--- config.mk ---
export PLATFORM = sky130hd
export DESIGN_NAME = ocs_osc_ctrl
export DESIGN_NICKNAME = d
export VERILOG_FILES = /design/src/logic/ocs_pkg.sv /design/src/logic/ocs_clk_divider.sv /design/src/logic/ocs_osc_ctrl.sv
export SDC_FILE = /design/constraint.sdc
export NUM_CORES = 1
export LEC_CHECK = 0
export BUFFER_PORTS_ARGS = -buffer_cell sky130_fd_sc_hd__buf_2
export CAP_MARGIN = 20
export CORE_MARGIN = 1.5
export CORE_UTILIZATION = 45
export CTS_CLUSTER_SIZE = 16
export DETAILED_ROUTE_END_ITERATION = 16
export HOLD_SLACK_MARGIN = 0.15
export PLACE_DENSITY = 0.68
export RECOVER_POWER = 50
export SETUP_SLACK_MARGIN = 0.15
export SLEW_MARGIN = 20
export SYNTH_ARGS = -nofsm -noshare
export SYNTH_HDL_FRONTEND = slang
export SYNTH_SLANG_ARGS = --single-unit
--- constraint.sdc ---
create_clock -name mclk -period 2.75 [get_ports mclk]
set_clock_uncertainty 0.1 [all_clocks]
set_input_delay 0.1375 -clock mclk [delete_from_list [all_inputs] [get_ports mclk]]
set_output_delay 0.1375 -clock mclk [all_outputs]
set_load 0.01 [all_outputs]
--- src/logic/ocs_pkg.sv ---
// Constants, register map and carrier types for the oscillator select and trim block.
// Assumes an 8-bit register port with a 12-bit address, clocked by mclk.
//
// Summary of operation
// [RQ1] Trim index register, 8 bits read/write, indexes 00-1F, resets to zero.
// [RQ2] Trim value register reads and writes the trim location that the index selects.
// [RQ3] Trim locations 1 and 2 reload from nonvolatile storage after reset and stop recovery.
// [RQ4] Trim writes change oscillator adjustment at once, nonvolatile copy untouched.
// [RQ5] Location 1: bits 7:2 temperature trim, bits 1:0 frequency trim bits 9:8.
// [RQ6] Location 2 holds frequency trim bits 7:0.
// [RQ7] Internal precision oscillator is the clock source after reset.
// [RQ8] Software enables crystal, waits 50 ms, then selects it with another unlocked write.
// [RQ9] Software enables and selects the watchdog oscillator in one unlocked write.
// [RQ10] Control register unlocks only after E7 then 18 written to its address.
// [RQ11] Next write after unlock updates the register, then it relocks.
// [RQ12] Writes to the locked control register without correct unlock order change nothing.
// [RQ13] Other bus cycles between the two keys do not break the unlock.
// [RQ14] Selected oscillator passes a programmable divider to lower the system clock.
// [RQ15] Below 10 MHz with flash low power on, flash powers down while idle.
// [RQ16] Source field: 00 precision RC, 01 crystal, 11 watchdog, 10 reserved.
// [RQ17] Divide register uses the same key at control address, relocks after one write.
// [RQ18] Unimplemented trim indexes read zero and ignore writes.

package ocs_pkg;

   // ---------------------------------------------------------------
   // Register map
   // ---------------------------------------------------------------
   localparam logic [11:0] OCS_ADDR_TRIM_INDEX = 12'hff6;
   localparam logic [11:0] OCS_ADDR_TRIM_VALUE = 12'hff7;
   localparam logic [11:0] OCS_ADDR_OSC_CTRL   = 12'hf86;
   localparam logic [11:0] OCS_ADDR_CLK_DIV    = 12'hf87;

   // ---------------------------------------------------------------
   // Unlock keys and trim locations
   // ---------------------------------------------------------------
   localparam logic [7:0] OCS_KEY_FIRST   = 8'he7;
   localparam logic [7:0] OCS_KEY_SECOND  = 8'h18;
   localparam logic [7:0] OCS_TRIM_UPPER  = 8'h01;
   localparam logic [7:0] OCS_TRIM_LOWER  = 8'h02;
   localparam logic [7:0] OCS_TRIM_IDXMAX = 8'h1f;

   // ---------------------------------------------------------------
   // Control register fields and reset values
   // ---------------------------------------------------------------
   localparam int OCS_BIT_FLASH_SAVE = 2;
   localparam int OCS_SEL_HI         = 1;
   localparam int OCS_SEL_LO         = 0;
   localparam logic [7:0] OCS_CTRL_RESET    = 8'ha0;
   localparam logic [7:0] OCS_DIV_RESET     = 8'h00;
   localparam logic [7:0] OCS_DIV_RESET_LP  = 8'h08;
   localparam logic [7:0] OCS_INDEX_RESET   = 8'h00;

   // Clock source codes
   typedef enum logic [1:0] {
      OCS_SRC_PRECISION = 2'b00,
      OCS_SRC_CRYSTAL   = 2'b01,
      OCS_SRC_RESERVED  = 2'b10,
      OCS_SRC_WATCHDOG  = 2'b11
   } ocs_src_t;

   // Unlock tracker states
   typedef enum logic [1:0] {
      OCS_LOCKED   = 2'b00,
      OCS_GOT_KEY1 = 2'b01,
      OCS_UNLOCKED = 2'b10
   } ocs_lock_t;

   // Register port request
   typedef struct packed {
      logic [11:0] addr;
      logic        wr;
      logic        rd;
      logic [7:0]  wdata;
   } ocs_bus_req_t;

   // Nonvolatile trim image
   typedef struct packed {
      logic [7:0] upper;
      logic [7:0] lower;
   } ocs_nv_trim_t;

endpackage : ocs_pkg
--- src/logic/ocs_clk_divider.sv ---
// Programmable divider producing a one-cycle system clock tick.
// Assumes divide value comes from a register on the same clock.
`timescale 1ns/100ps

module ocs_clk_divider #(
   parameter int WIDTH = 8
) (
   // Clock and reset
   input  wire logic             mclk,
   input  wire logic             sys_rst,
   // Divide value, 0 and 1 both mean no division
   input  wire logic [WIDTH-1:0] divValue,
   // Divided tick
   output logic                  clkTick
);
   import ocs_pkg::*;

   // Elaboration check: a one-bit counter cannot hold a divide value
   if (WIDTH < 2) begin : gen_width_check
      $error("ocs_clk_divider: WIDTH must be at least 2");
   end

   logic [WIDTH-1:0] countReg, countNext;
   logic             tickReg, tickNext;

   // ---------------------------------------------------------------
   // Counter: restarts on reaching divide-1, so a new value takes hold
   // no later than the end of the current period
   // ---------------------------------------------------------------
   always_comb begin
      countNext = countReg + {{(WIDTH-1){1'b0}}, 1'b1};
      tickNext  = 1'b0;
      if (divValue <= {{(WIDTH-1){1'b0}}, 1'b1} ||
          countReg >= divValue - {{(WIDTH-1){1'b0}}, 1'b1}) begin // RQ14
         countNext = '0;
         tickNext  = 1'b1;
      end
   end

   always_ff @(posedge mclk) begin
      if (sys_rst) begin
         countReg <= '0;
         tickReg  <= 1'b0;
      end else begin
         countReg <= countNext;
         tickReg  <= tickNext;
      end
   end

   assign clkTick = tickReg;
endmodule // ocs_clk_divider

--- src/logic/ocs_osc_ctrl.sv ---
// Oscillator select, divider and trim access block, top level.
// Assumes a single-cycle register port on mclk, option and trim images
// driven from flash logic on the same clock.
`timescale 1ns/100ps

module ocs_osc_ctrl (
   // Clock and reset
   input  wire logic                 mclk,
   input  wire logic                 sys_rst,
   // Register port
   input  wire ocs_pkg::ocs_bus_req_t busReq,
   output logic [7:0]                regRdData,
   // Flash side inputs
   input  wire ocs_pkg::ocs_nv_trim_t nvTrim,
   input  wire logic                 stopRecovery,
   input  wire logic                 lowPowerOptionN,
   input  wire logic                 flashReadActive,
   // Crystal frequency strap from pin
   input  wire logic                 xtalSlowPin,
   // Oscillator controls
   output logic [7:0]                oscCtrl,
   output ocs_pkg::ocs_src_t         sysclkSourceSelect,
   output logic [9:0]                freqTrim,
   output logic [5:0]                tempTrim,
   output logic                      sysClkTick,
   output logic                      flashPowerDown
);
   import ocs_pkg::*;

   // ---------------------------------------------------------------
   // State
   // ---------------------------------------------------------------
   ocs_lock_t  lockReg, lockNext;
   logic [7:0] ctrlReg, ctrlNext;
   logic [7:0] divReg, divNext;
   logic [7:0] indexReg, indexNext;
   logic [7:0] trimUpReg, trimUpNext;
   logic [7:0] trimLoReg, trimLoNext;
   logic       reloadReg, reloadNext;
   logic       lpResetReg, lpResetNext;
   logic [7:0] rdReg, rdNext;
   logic       fpdReg, fpdNext;
   logic       xtalMeta, xtalSync;
   logic       tick;

   wire wrCtrl = busReq.wr && busReq.addr == OCS_ADDR_OSC_CTRL;
   wire wrDiv  = busReq.wr && busReq.addr == OCS_ADDR_CLK_DIV;
   wire wrTrim = busReq.wr && busReq.addr == OCS_ADDR_TRIM_VALUE;

   // Trim location lookup, unimplemented indexes read as zero
   function automatic logic [7:0] trimRead(input logic [7:0] idx,
                                           input logic [7:0] up,
                                           input logic [7:0] lo);
      logic [7:0] val;
      val = 8'h00;                                                  // RQ18
      if (idx == OCS_TRIM_UPPER) val = up;
      if (idx == OCS_TRIM_LOWER) val = lo;
      return val;
   endfunction

   // ---------------------------------------------------------------
   // Unlock tracker and locked registers
   // ---------------------------------------------------------------
   always_comb begin
      lockNext = lockReg;
      ctrlNext = ctrlReg;
      divNext  = divReg;
      // Only writes to the control address, or a divide write once unlocked, move the
      // tracker; other cycles in between leave it where it is
      unique case (lockReg)
         OCS_LOCKED: begin
            if (wrCtrl && busReq.wdata == OCS_KEY_FIRST) lockNext = OCS_GOT_KEY1; // RQ10
         end
         OCS_GOT_KEY1: begin
            if (wrCtrl) begin                                       // RQ13
               if (busReq.wdata == OCS_KEY_SECOND) lockNext = OCS_UNLOCKED;   // RQ10
               else if (busReq.wdata != OCS_KEY_FIRST) lockNext = OCS_LOCKED; // RQ12
            end
         end
         OCS_UNLOCKED: begin
            if (wrCtrl) begin
               ctrlNext = busReq.wdata;                             // RQ11
               // Reserved source code is not taken, keep the running clock
               if (busReq.wdata[OCS_SEL_HI:OCS_SEL_LO] == OCS_SRC_RESERVED)
                  ctrlNext[OCS_SEL_HI:OCS_SEL_LO] = ctrlReg[OCS_SEL_HI:OCS_SEL_LO]; // RQ16
               lockNext = OCS_LOCKED;                               // RQ11
            end else if (wrDiv) begin
               divNext  = busReq.wdata;                             // RQ17
               lockNext = OCS_LOCKED;                               // RQ17
            end
         end
         default: lockNext = OCS_LOCKED;
      endcase
   end

   // Reset values; flash low power comes on when the option bit is zero
   always_ff @(posedge mclk) begin
      if (sys_rst) begin
         lockReg <= OCS_LOCKED;
         ctrlReg <= OCS_CTRL_RESET;                                 // RQ7
         divReg  <= OCS_DIV_RESET;
      end else if (lpResetReg && !lowPowerOptionN) begin
         lockReg <= lockNext;
         ctrlReg <= ctrlNext | (8'h01 << OCS_BIT_FLASH_SAVE);
         divReg  <= OCS_DIV_RESET_LP;
      end else begin
         lockReg <= lockNext;
         ctrlReg <= ctrlNext;
         divReg  <= divNext;
      end
   end

   // ---------------------------------------------------------------
   // Trim index, trim locations and reload from nonvolatile storage
   // ---------------------------------------------------------------
   always_comb begin
      indexNext   = indexReg;
      trimUpNext  = trimUpReg;
      trimLoNext  = trimLoReg;
      reloadNext  = stopRecovery;
      lpResetNext = 1'b0;
      if (busReq.wr && busReq.addr == OCS_ADDR_TRIM_INDEX) indexNext = busReq.wdata; // RQ1
      // Writes touch only the working copy, never the stored image
      if (wrTrim && indexReg == OCS_TRIM_UPPER) trimUpNext = busReq.wdata; // RQ2 RQ4
      if (wrTrim && indexReg == OCS_TRIM_LOWER) trimLoNext = busReq.wdata; // RQ2 RQ4
      // Reload beats a software write in the same cycle
      if (reloadReg) begin
         trimUpNext = nvTrim.upper;                                 // RQ3
         trimLoNext = nvTrim.lower;                                 // RQ3
      end
   end

   // Reload is held pending through reset, since reset takes constants only
   always_ff @(posedge mclk) begin
      if (sys_rst) begin
         indexReg   <= OCS_INDEX_RESET;                             // RQ1
         trimUpReg  <= 8'h00;
         trimLoReg  <= 8'h00;
         reloadReg  <= 1'b1;
         lpResetReg <= 1'b1;
      end else begin
         indexReg   <= indexNext;
         trimUpReg  <= trimUpNext;
         trimLoReg  <= trimLoNext;
         reloadReg  <= reloadNext;
         lpResetReg <= lpResetNext;
      end
   end

   // ---------------------------------------------------------------
   // Read data and flash power down
   // ---------------------------------------------------------------
   always_comb begin
      rdNext = 8'h00;
      if (busReq.rd) begin
         unique case (busReq.addr)
            OCS_ADDR_TRIM_INDEX: rdNext = indexReg;
            OCS_ADDR_TRIM_VALUE: rdNext = trimRead(indexReg, trimUpReg, trimLoReg); // RQ2
            OCS_ADDR_OSC_CTRL:   rdNext = ctrlReg;
            OCS_ADDR_CLK_DIV:    rdNext = divReg;
            default:             rdNext = 8'h00;
         endcase
      end
      // Crystal speed is unknown to logic, so the strap vouches for it
      fpdNext = ctrlReg[OCS_BIT_FLASH_SAVE] && !flashReadActive && sysClkTick &&
                (ctrlReg[OCS_SEL_HI:OCS_SEL_LO] != OCS_SRC_CRYSTAL || xtalSync); // RQ15
   end

   always_ff @(posedge mclk) begin
      if (sys_rst) begin
         rdReg    <= 8'h00;
         fpdReg   <= 1'b0;
         xtalMeta <= 1'b0;
         xtalSync <= 1'b0;
      end else begin
         rdReg    <= rdNext;
         fpdReg   <= fpdNext;
         xtalMeta <= xtalSlowPin;
         xtalSync <= xtalMeta;
      end
   end

   // ---------------------------------------------------------------
   // Divider and outputs
   // ---------------------------------------------------------------
   ocs_clk_divider #(.WIDTH(8)) uDivider (
      .mclk     (mclk),
      .sys_rst  (sys_rst),
      .divValue (divReg),
      .clkTick  (tick)
   );

   assign sysClkTick         = tick;                                // RQ14
   assign regRdData          = rdReg;
   assign oscCtrl            = ctrlReg;
   assign sysclkSourceSelect = ocs_src_t'(ctrlReg[OCS_SEL_HI:OCS_SEL_LO]); // RQ16
   assign freqTrim           = {trimUpReg[1:0], trimLoReg};         // RQ5 RQ6
   assign tempTrim           = trimUpReg[7:2];                      // RQ5
   assign flashPowerDown     = fpdReg;
endmodule // ocs_osc_ctrl

Word level (Yosys, flattened, before mapping)
Index checks and enable logic that the tools add are counted.

$mul: 0. $lt $le $gt $ge: 2. Equality and inequality tests: 18. Shift-type cells: 0. Reduce and logical (&&, ||, !) cells: 28. Multiplexer cells: 24. Bitwise gates (word level): 2. $add $sub $neg: 2. Divide/modulo/power cells: 0.

Operator list (number): 2-to-1 mux 8 bit (8); equality test 12 bit, second input constant (4); case mux 8 bit (4 select lines) (1); 2-to-1 mux 4 bit (4); 2-to-1 mux 2 bit (7); logical AND 1 bit (11); nonzero test 2 bit (5); adder 8 x 1 -> 8 bit, second input constant (1); equality test 8 x 1 -> 1 bit, second input constant (1); equality test 8 x 2 -> 1 bit, second input constant (1); equality test 8 x 5 -> 1 bit, second input constant (1); equality test 8 bit, second input constant (1); >= comparator 8 bit (1); less-or-equal comparator 8 x 1 -> 1 bit, second input constant (1); != test 8 bit, second input constant (1); subtractor 8 x 1 -> 8 bit, second input constant (1); != test 3 bit, second input constant (2); case mux 2 bit (3 select lines) (1); AND reduction 3 bit (2); OR reduction 2 bit (3); equality test 2 bit, second input constant (2); != test 2 x 1 -> 1 bit, second input constant (2); != test 2 bit, second input constant (2); AND reduction 4 bit (1); other kinds (8) (12).

Bits in registers: 64. Word-level logic and storage cells: 92. Bits in latches: 0. Memories: 0. ROM bits: 0. Input port bits: 44. Output and inout bits: 36. RAM bits: 0.

Longest topological paths before layout
Depth in word-level cells: 6. Gate-level depth with buffers: 10. Depth with buffers taken out: 10.

By module
Synthesis repeated with hierarchy kept, for this count alone.

Cell total of the unflattened synthesis: 378. Area total of the unflattened synthesis: 3434.5 µm².

By module, submodules not included: ocs_osc_ctrl (instances 1, cells an instance 304, sequential area each 1101.1 µm², area each 2736.4 µm²); ocs_clk_divider (instances 1, cells an instance 74, sequential area each 180.2 µm², area each 698.2 µm²).

Least setup slack after synthesis
Ideal clock, no wire load.

Kind: register -> register. From: register divReg[3]. To: register uDivider.countReg[2]. Stages on the path, launching flop included: 11. Setup slack: 254 ps. Data required time: 2584 ps. Library setup time: 66 ps. Buffers on the path: 0. Period minus slack after synthesis: 2496 ps. Data arrival time: 2330 ps. Cells stage by stage: dfxtp_1 > or3_1 > or3_1 > nor3_1 > xnor2_1 > ha_1 > nand2_1 > o21ai_0 > nor4_1 > o21ai_1 > nor2_1.

Word-level cells in the longest chain between the ends: 4. Elaborated cells on any way between the ends: 5. Classes of those cells: add/sub: 1; order compare: 2; reduce/logical: 2.

Ends and longest elaborated chain: from (decl) (RTL line ocs_osc_ctrl.sv:35) `logic [7:0] divReg, divNext;`; from (signal assigned) (RTL line ocs_osc_ctrl.sv:109) `divReg <= divNext;`; subtractor 8 x 1 -> 8 bit (RTL line ocs_clk_divider.sv:34) `countReg >= divValue - {{(WIDTH-1){1'b0}}, 1'b1}) begin`; >= comparator 8 bit (RTL line ocs_clk_divider.sv:34); logical OR 1 bit * (RTL line ocs_clk_divider.sv:33) `if (divValue <= {{(WIDTH-1){1'b0}}, 1'b1} ||`; OR reduction 2 bit (no line) *; to (signal assigned) (RTL line ocs_clk_divider.sv:45) `countReg <= countNext;`; to (decl) (RTL line ocs_clk_divider.sv:23) `logic [WIDTH-1:0] countReg, countNext;`.

Every way passes the cells marked *; elsewhere a longest branch is shown, timed or not. A chain may end at the register's enable or synchronous reset.

Final worst setup path
From: register divReg[4]. To: register uDivider.countReg[1].

Same word-level chain as after synthesis.

==> results.py <==
metrics = {
    "status": {
        "status": "completed",
    },
    "detailed_routing": {
        "drt-pass1-iter-count": 4,
        "drt_iter0_markers": 104,
        "drc_errors": 0,
        "wl_met2_mm": 4.20,
        "dr_wl_met3_um": 382,
        "via_per_inst": 5.34,
        "vias": 2928,
        "routed_wl_mm": 8.65,
        "routed.top_layer": "met4",
        "antenna_left": 0,
        "wl_per_cell_um": 15.8,
        "met1_length_mm": 3.86,
    },
    "worst_setup_path": {
        "crit_path_start_kind": "flop",
        "reg2reg_depth": 10,
        "critPathArrivalTime_ps": 2620,
        "rrSetupSlack_ps": 270,
        "crit_type": "reg -> reg",
        "max_stage_delay_ps": 370,
        "r2r-start": "divReg[4]$_SDFFE_PP0P_",
        "cp_data_required_time_ps": 2890,
        "critPathSlowestCell": "or3_4",
        "crit_fanout": 3,
        "crit_chain": "or3_4 -> or3_1 -> nor3_2 -> xnor2_1 -> ha_1 -> nand2_2 -> nor2_1 -> o21ai_1 -> or2_2 -> and3_1",
        "r2r_end": "uDivider.countReg[1]$_SDFF_PP0_",
        "cp-end-kind": "flop",
    },
    "clock_network": {
        "clk_pin_slew_ps": 70,
        "cts_num_sinks": 64,
        "cts-buffers-inserted": 9,
        "clk_latency_ps": 340,
        "cts_tree": "built",
        "h-tree-depth": 3,
        "ctsRootBufferMaster": "clkbuf_8",
        "cts_buffer_depth": 2,
    },
    "floorplanning": {
        "initial_core_util_pct": 47.2,
        "dieHeight_um": 87.9,
        "dieArea_um2": 7730,
        "fp.coreArea_um2": 6870,
        "num_rows": 30,
        "fp.dieW_um": 87.9,
        "io_pins": 80,
    },
    "sta": {
        "fmax_ghz": 0.403,
        "maxSlewViolCount": 0,
        "period_share_pct": 90.3,
        "worst_pin_slew_ps": 1210,
        "hold_viol": 0,
        "slew_headroom_pct": 19.2,
        "hold_slack_ps": 209,
        "rsz0062_at_grt": "true",
        "period_needed_ps": 2480,
        "fin_setup_tns_ps": 0,
        "setup_viol": 0,
    },
    "finish": {
        "drive_gt1_share_pct": 21.0,
        "multiInputGateArea_um2": 1820,
        "nets": 502,
        "area_growth_pct": 29.5,
        "fillers": 622,
        "antenna_cells": 0,
        "regArea_um2": 1280,
    },
    "place": {
        "port_buffers": 79,
        "dpl.hpwl_mm": 5.79,
        "gp_congestion": 0.861,
    },
    "logic_synthesis": {
        "yosysSeqAreaShare_pct": 39.5,
        "avgSynthCellArea_um2": 9.66,
        "netlist_instances": 336,
        "synth_fp_nets": 391,
        "synth_ff_type": "dfxtp_1",
        "ys_warn_count": 0,
        "async_reset_ff_share_pct": 0,
        "ys_seq_elements": 64,
        "synth_edf_count": 0,
        "synth.distinct_cells": 49,
        "synth_area_um2": 3250,
    },
    "min_path": {
        "holdCritStartpoint": "busReq[8]",
        "hold_end": "regRdData[0]$_SDFF_PP0_",
        "hold_class": "in -> reg",
        "min_delay_path_depth": 3,
    },
    "global_routing": {
        "antenna_found_initial": 0,
        "grt_max_degree": 33,
        "grt_first_pass_wirelength_mm": 13.9,
        "grtUsageTotal_pct": 23.8,
        "grt_pass1_vias": 2812,
        "overflow": 0,
    },
    "power": {
        "ir_drop_uv": 317,
        "power_density_nw_per_um2": 494,
        "power.leakage_nw": 1.62,
    },
    "run": {
        "max_cap_violations": 0,
    },
}
report_power, final:
part / switching [W] / internal (W) / leakage [nW]
logic: 0.000109 / 0.0000997 / 0.981
clock network: 0.000370 / 0.000530 / 0.112
registers: 0.0000184 / 0.000950 / 0.523
total: 0.000497 / 0.00158 / 1.62
state kept, by name, summed over array words and instances, names as in the netlist, 2 cells and up:
signal	count
trimLoReg	8
regRdData	8
trimUpReg	8
lockReg	2
uDivider.countReg	8
divReg	8
indexReg	8
oscCtrl	8
synthesized netlist by cell type, types with 3 or more instances:
| library cell | count | area share [%] |
|---|---|---|
| a211oi_1 | 19 | 4.4 |
| a21oi_1 | 15 | 2.3 |
| a22o_1 | 8 | 2.2 |
| a22oi_1 | 6 | 1.4 |
| and3_1 | 7 | 1.3 |
| buf_4 | 4 | 0.93 |
| buf_6 | 5 | 1.7 |
| clkbuf_1 | 4 | 0.46 |
| dfxtp_1 | 64 | 39 |
| dlygate4sd3_1 | 4 | 1.2 |
| ha_1 | 11 | 4.2 |
| inv_1 | 6 | 0.69 |
| mux2_2 | 8 | 2.8 |
| mux2i_1 | 38 | 12 |
| nand2_1 | 15 | 1.7 |
| nand2b_1 | 3 | 0.58 |
| nand3_1 | 4 | 0.62 |
| nand4_1 | 3 | 0.58 |
| nor2_1 | 50 | 5.8 |
| nor2b_1 | 4 | 0.77 |
| nor3_1 | 5 | 0.77 |
| nor4_1 | 4 | 0.77 |
| or2_2 | 3 | 0.58 |
| xnor2_1 | 8 | 2.2 |
| xor2_1 | 4 | 1.1 |
cells in the final DEF, fill, tap and decap left out, types with 3 or more instances in the layout:
master,instances
a22o_1,8
clkinv_2,3
nand4b_1,3
nand2_1,14
a22oi_1,6
nor2b_1,4
xor2_1,4
a21oi_1,15
buf_4,9
mux2_2,8
nor3_1,4
clkbuf_8,10
nor2_1,50
buf_2,42
or2_2,3
clkbuf_1,37
dfxtp_1,63
inv_1,6
xnor2_1,8
nor4_4,3
a211oi_1,19
nand4_1,3
dlygate4sd3_1,32
and3_1,7
nand3_1,4
nand2b_1,3
mux2i_1,38
ha_1,11
worst max-delay path, delay by kind of cell, from the launching register on:
kind / cells / cell delay, ps
simple gates: 7 / 1450
compound gates: 1 / 90
flops: 1 / 350
xor+xnor: 1 / 80
fa+ha+maj: 1 / 310
per-layer routing:
| metal | GRT usage, % | vias up |
|---|---|---|
| met1 | 30.7 | 1390 |
| met3 | 4.81 | 19 |
| met5 | 0 | - |
| met2 | 37.9 | 87 |
| met4 | 11.7 | 0 |
| li1 | - | 1432 |
metrics by stage:
stage | setup WS [ps] | utilization [%] | power, W | area (um^2) | std cells
5_1_grt | 135 | 61.2 | 0.00216 | 4200 | 548
3_5_place_dp | 68.1 | 53.4 | 0.00116 | 3670 | 499
6_report | 266 | 61.2 | 0.00208 | 4200 | 548
4_1_cts | 152 | 61.5 | 0.00209 | 4220 | 547
3_3_place_gp | 136 | 53.4 | 0.00116 | 3670 | 499
2_1_floorplan | 254 | - | 0.00108 | 3250 | 336
cell type report:
type                            count  area share [%]
Multi-Input combinational cell    246            43.2
Clock inverter                      6            1.97
Clock buffer                       10            3.28
Sequential cell                    64            30.6
Inverter                            6           0.536
Tap cell                           96            2.86
Timing Repair Buffer              120            17.5
timing repair:
| action | 4_1_cts | 5_1_grt |
|---|---|---|
| hold buffers | 32 | 0 |
| gates resized for setup | 3 | 8 |
| endpoints found under the hold margin | 45 | 0 |
| gates cloned | 0 | 0 |
| pin swaps | 1 | 4 |
| setup buffers | 0 | 1 |
| endpoints found under the setup margin | 7 | 10 |
how the worst max path moves through the flow:
stage,slack [ps],start,to,cells after the start
after global placement,140,divReg[4]$_SDFFE_PP0P_,uDivider.countReg[6]$_SDFF_PP0_,10
after CTS,150,divReg[4]$_SDFFE_PP0P_,uDivider.countReg[4]$_SDFF_PP0_,10
after global routing,130,divReg[4]$_SDFFE_PP0P_,uDivider.countReg[1]$_SDFF_PP0_,10
final,270,divReg[4]$_SDFFE_PP0P_,uDivider.countReg[1]$_SDFF_PP0_,10
after detailed placement,70,divReg[4]$_SDFFE_PP0P_,uDivider.countReg[4]$_SDFF_PP0_,10
after floorplan,250,divReg[3]$_SDFFE_PP0P_,uDivider.countReg[2]$_SDFF_PP0_,10
cells by family (layout without fill, tap and decap cells):
| family | after synthesis | count (layout) | synth area share [%] |
|---|---|---|---|
| flops | 64 | 64 | 39.5 |
| mux | 46 | 46 | 14.5 |
| fa+ha+maj | 11 | 11 | 4.24 |
| xor+xnor | 12 | 12 | 3.24 |
| buf+inv | 26 | 142 | 5.63 |
| compound gates | 58 | 58 | 12.6 |
| simple gates | 119 | 119 | 20.4 |
(Power assumes the default switching activity.)
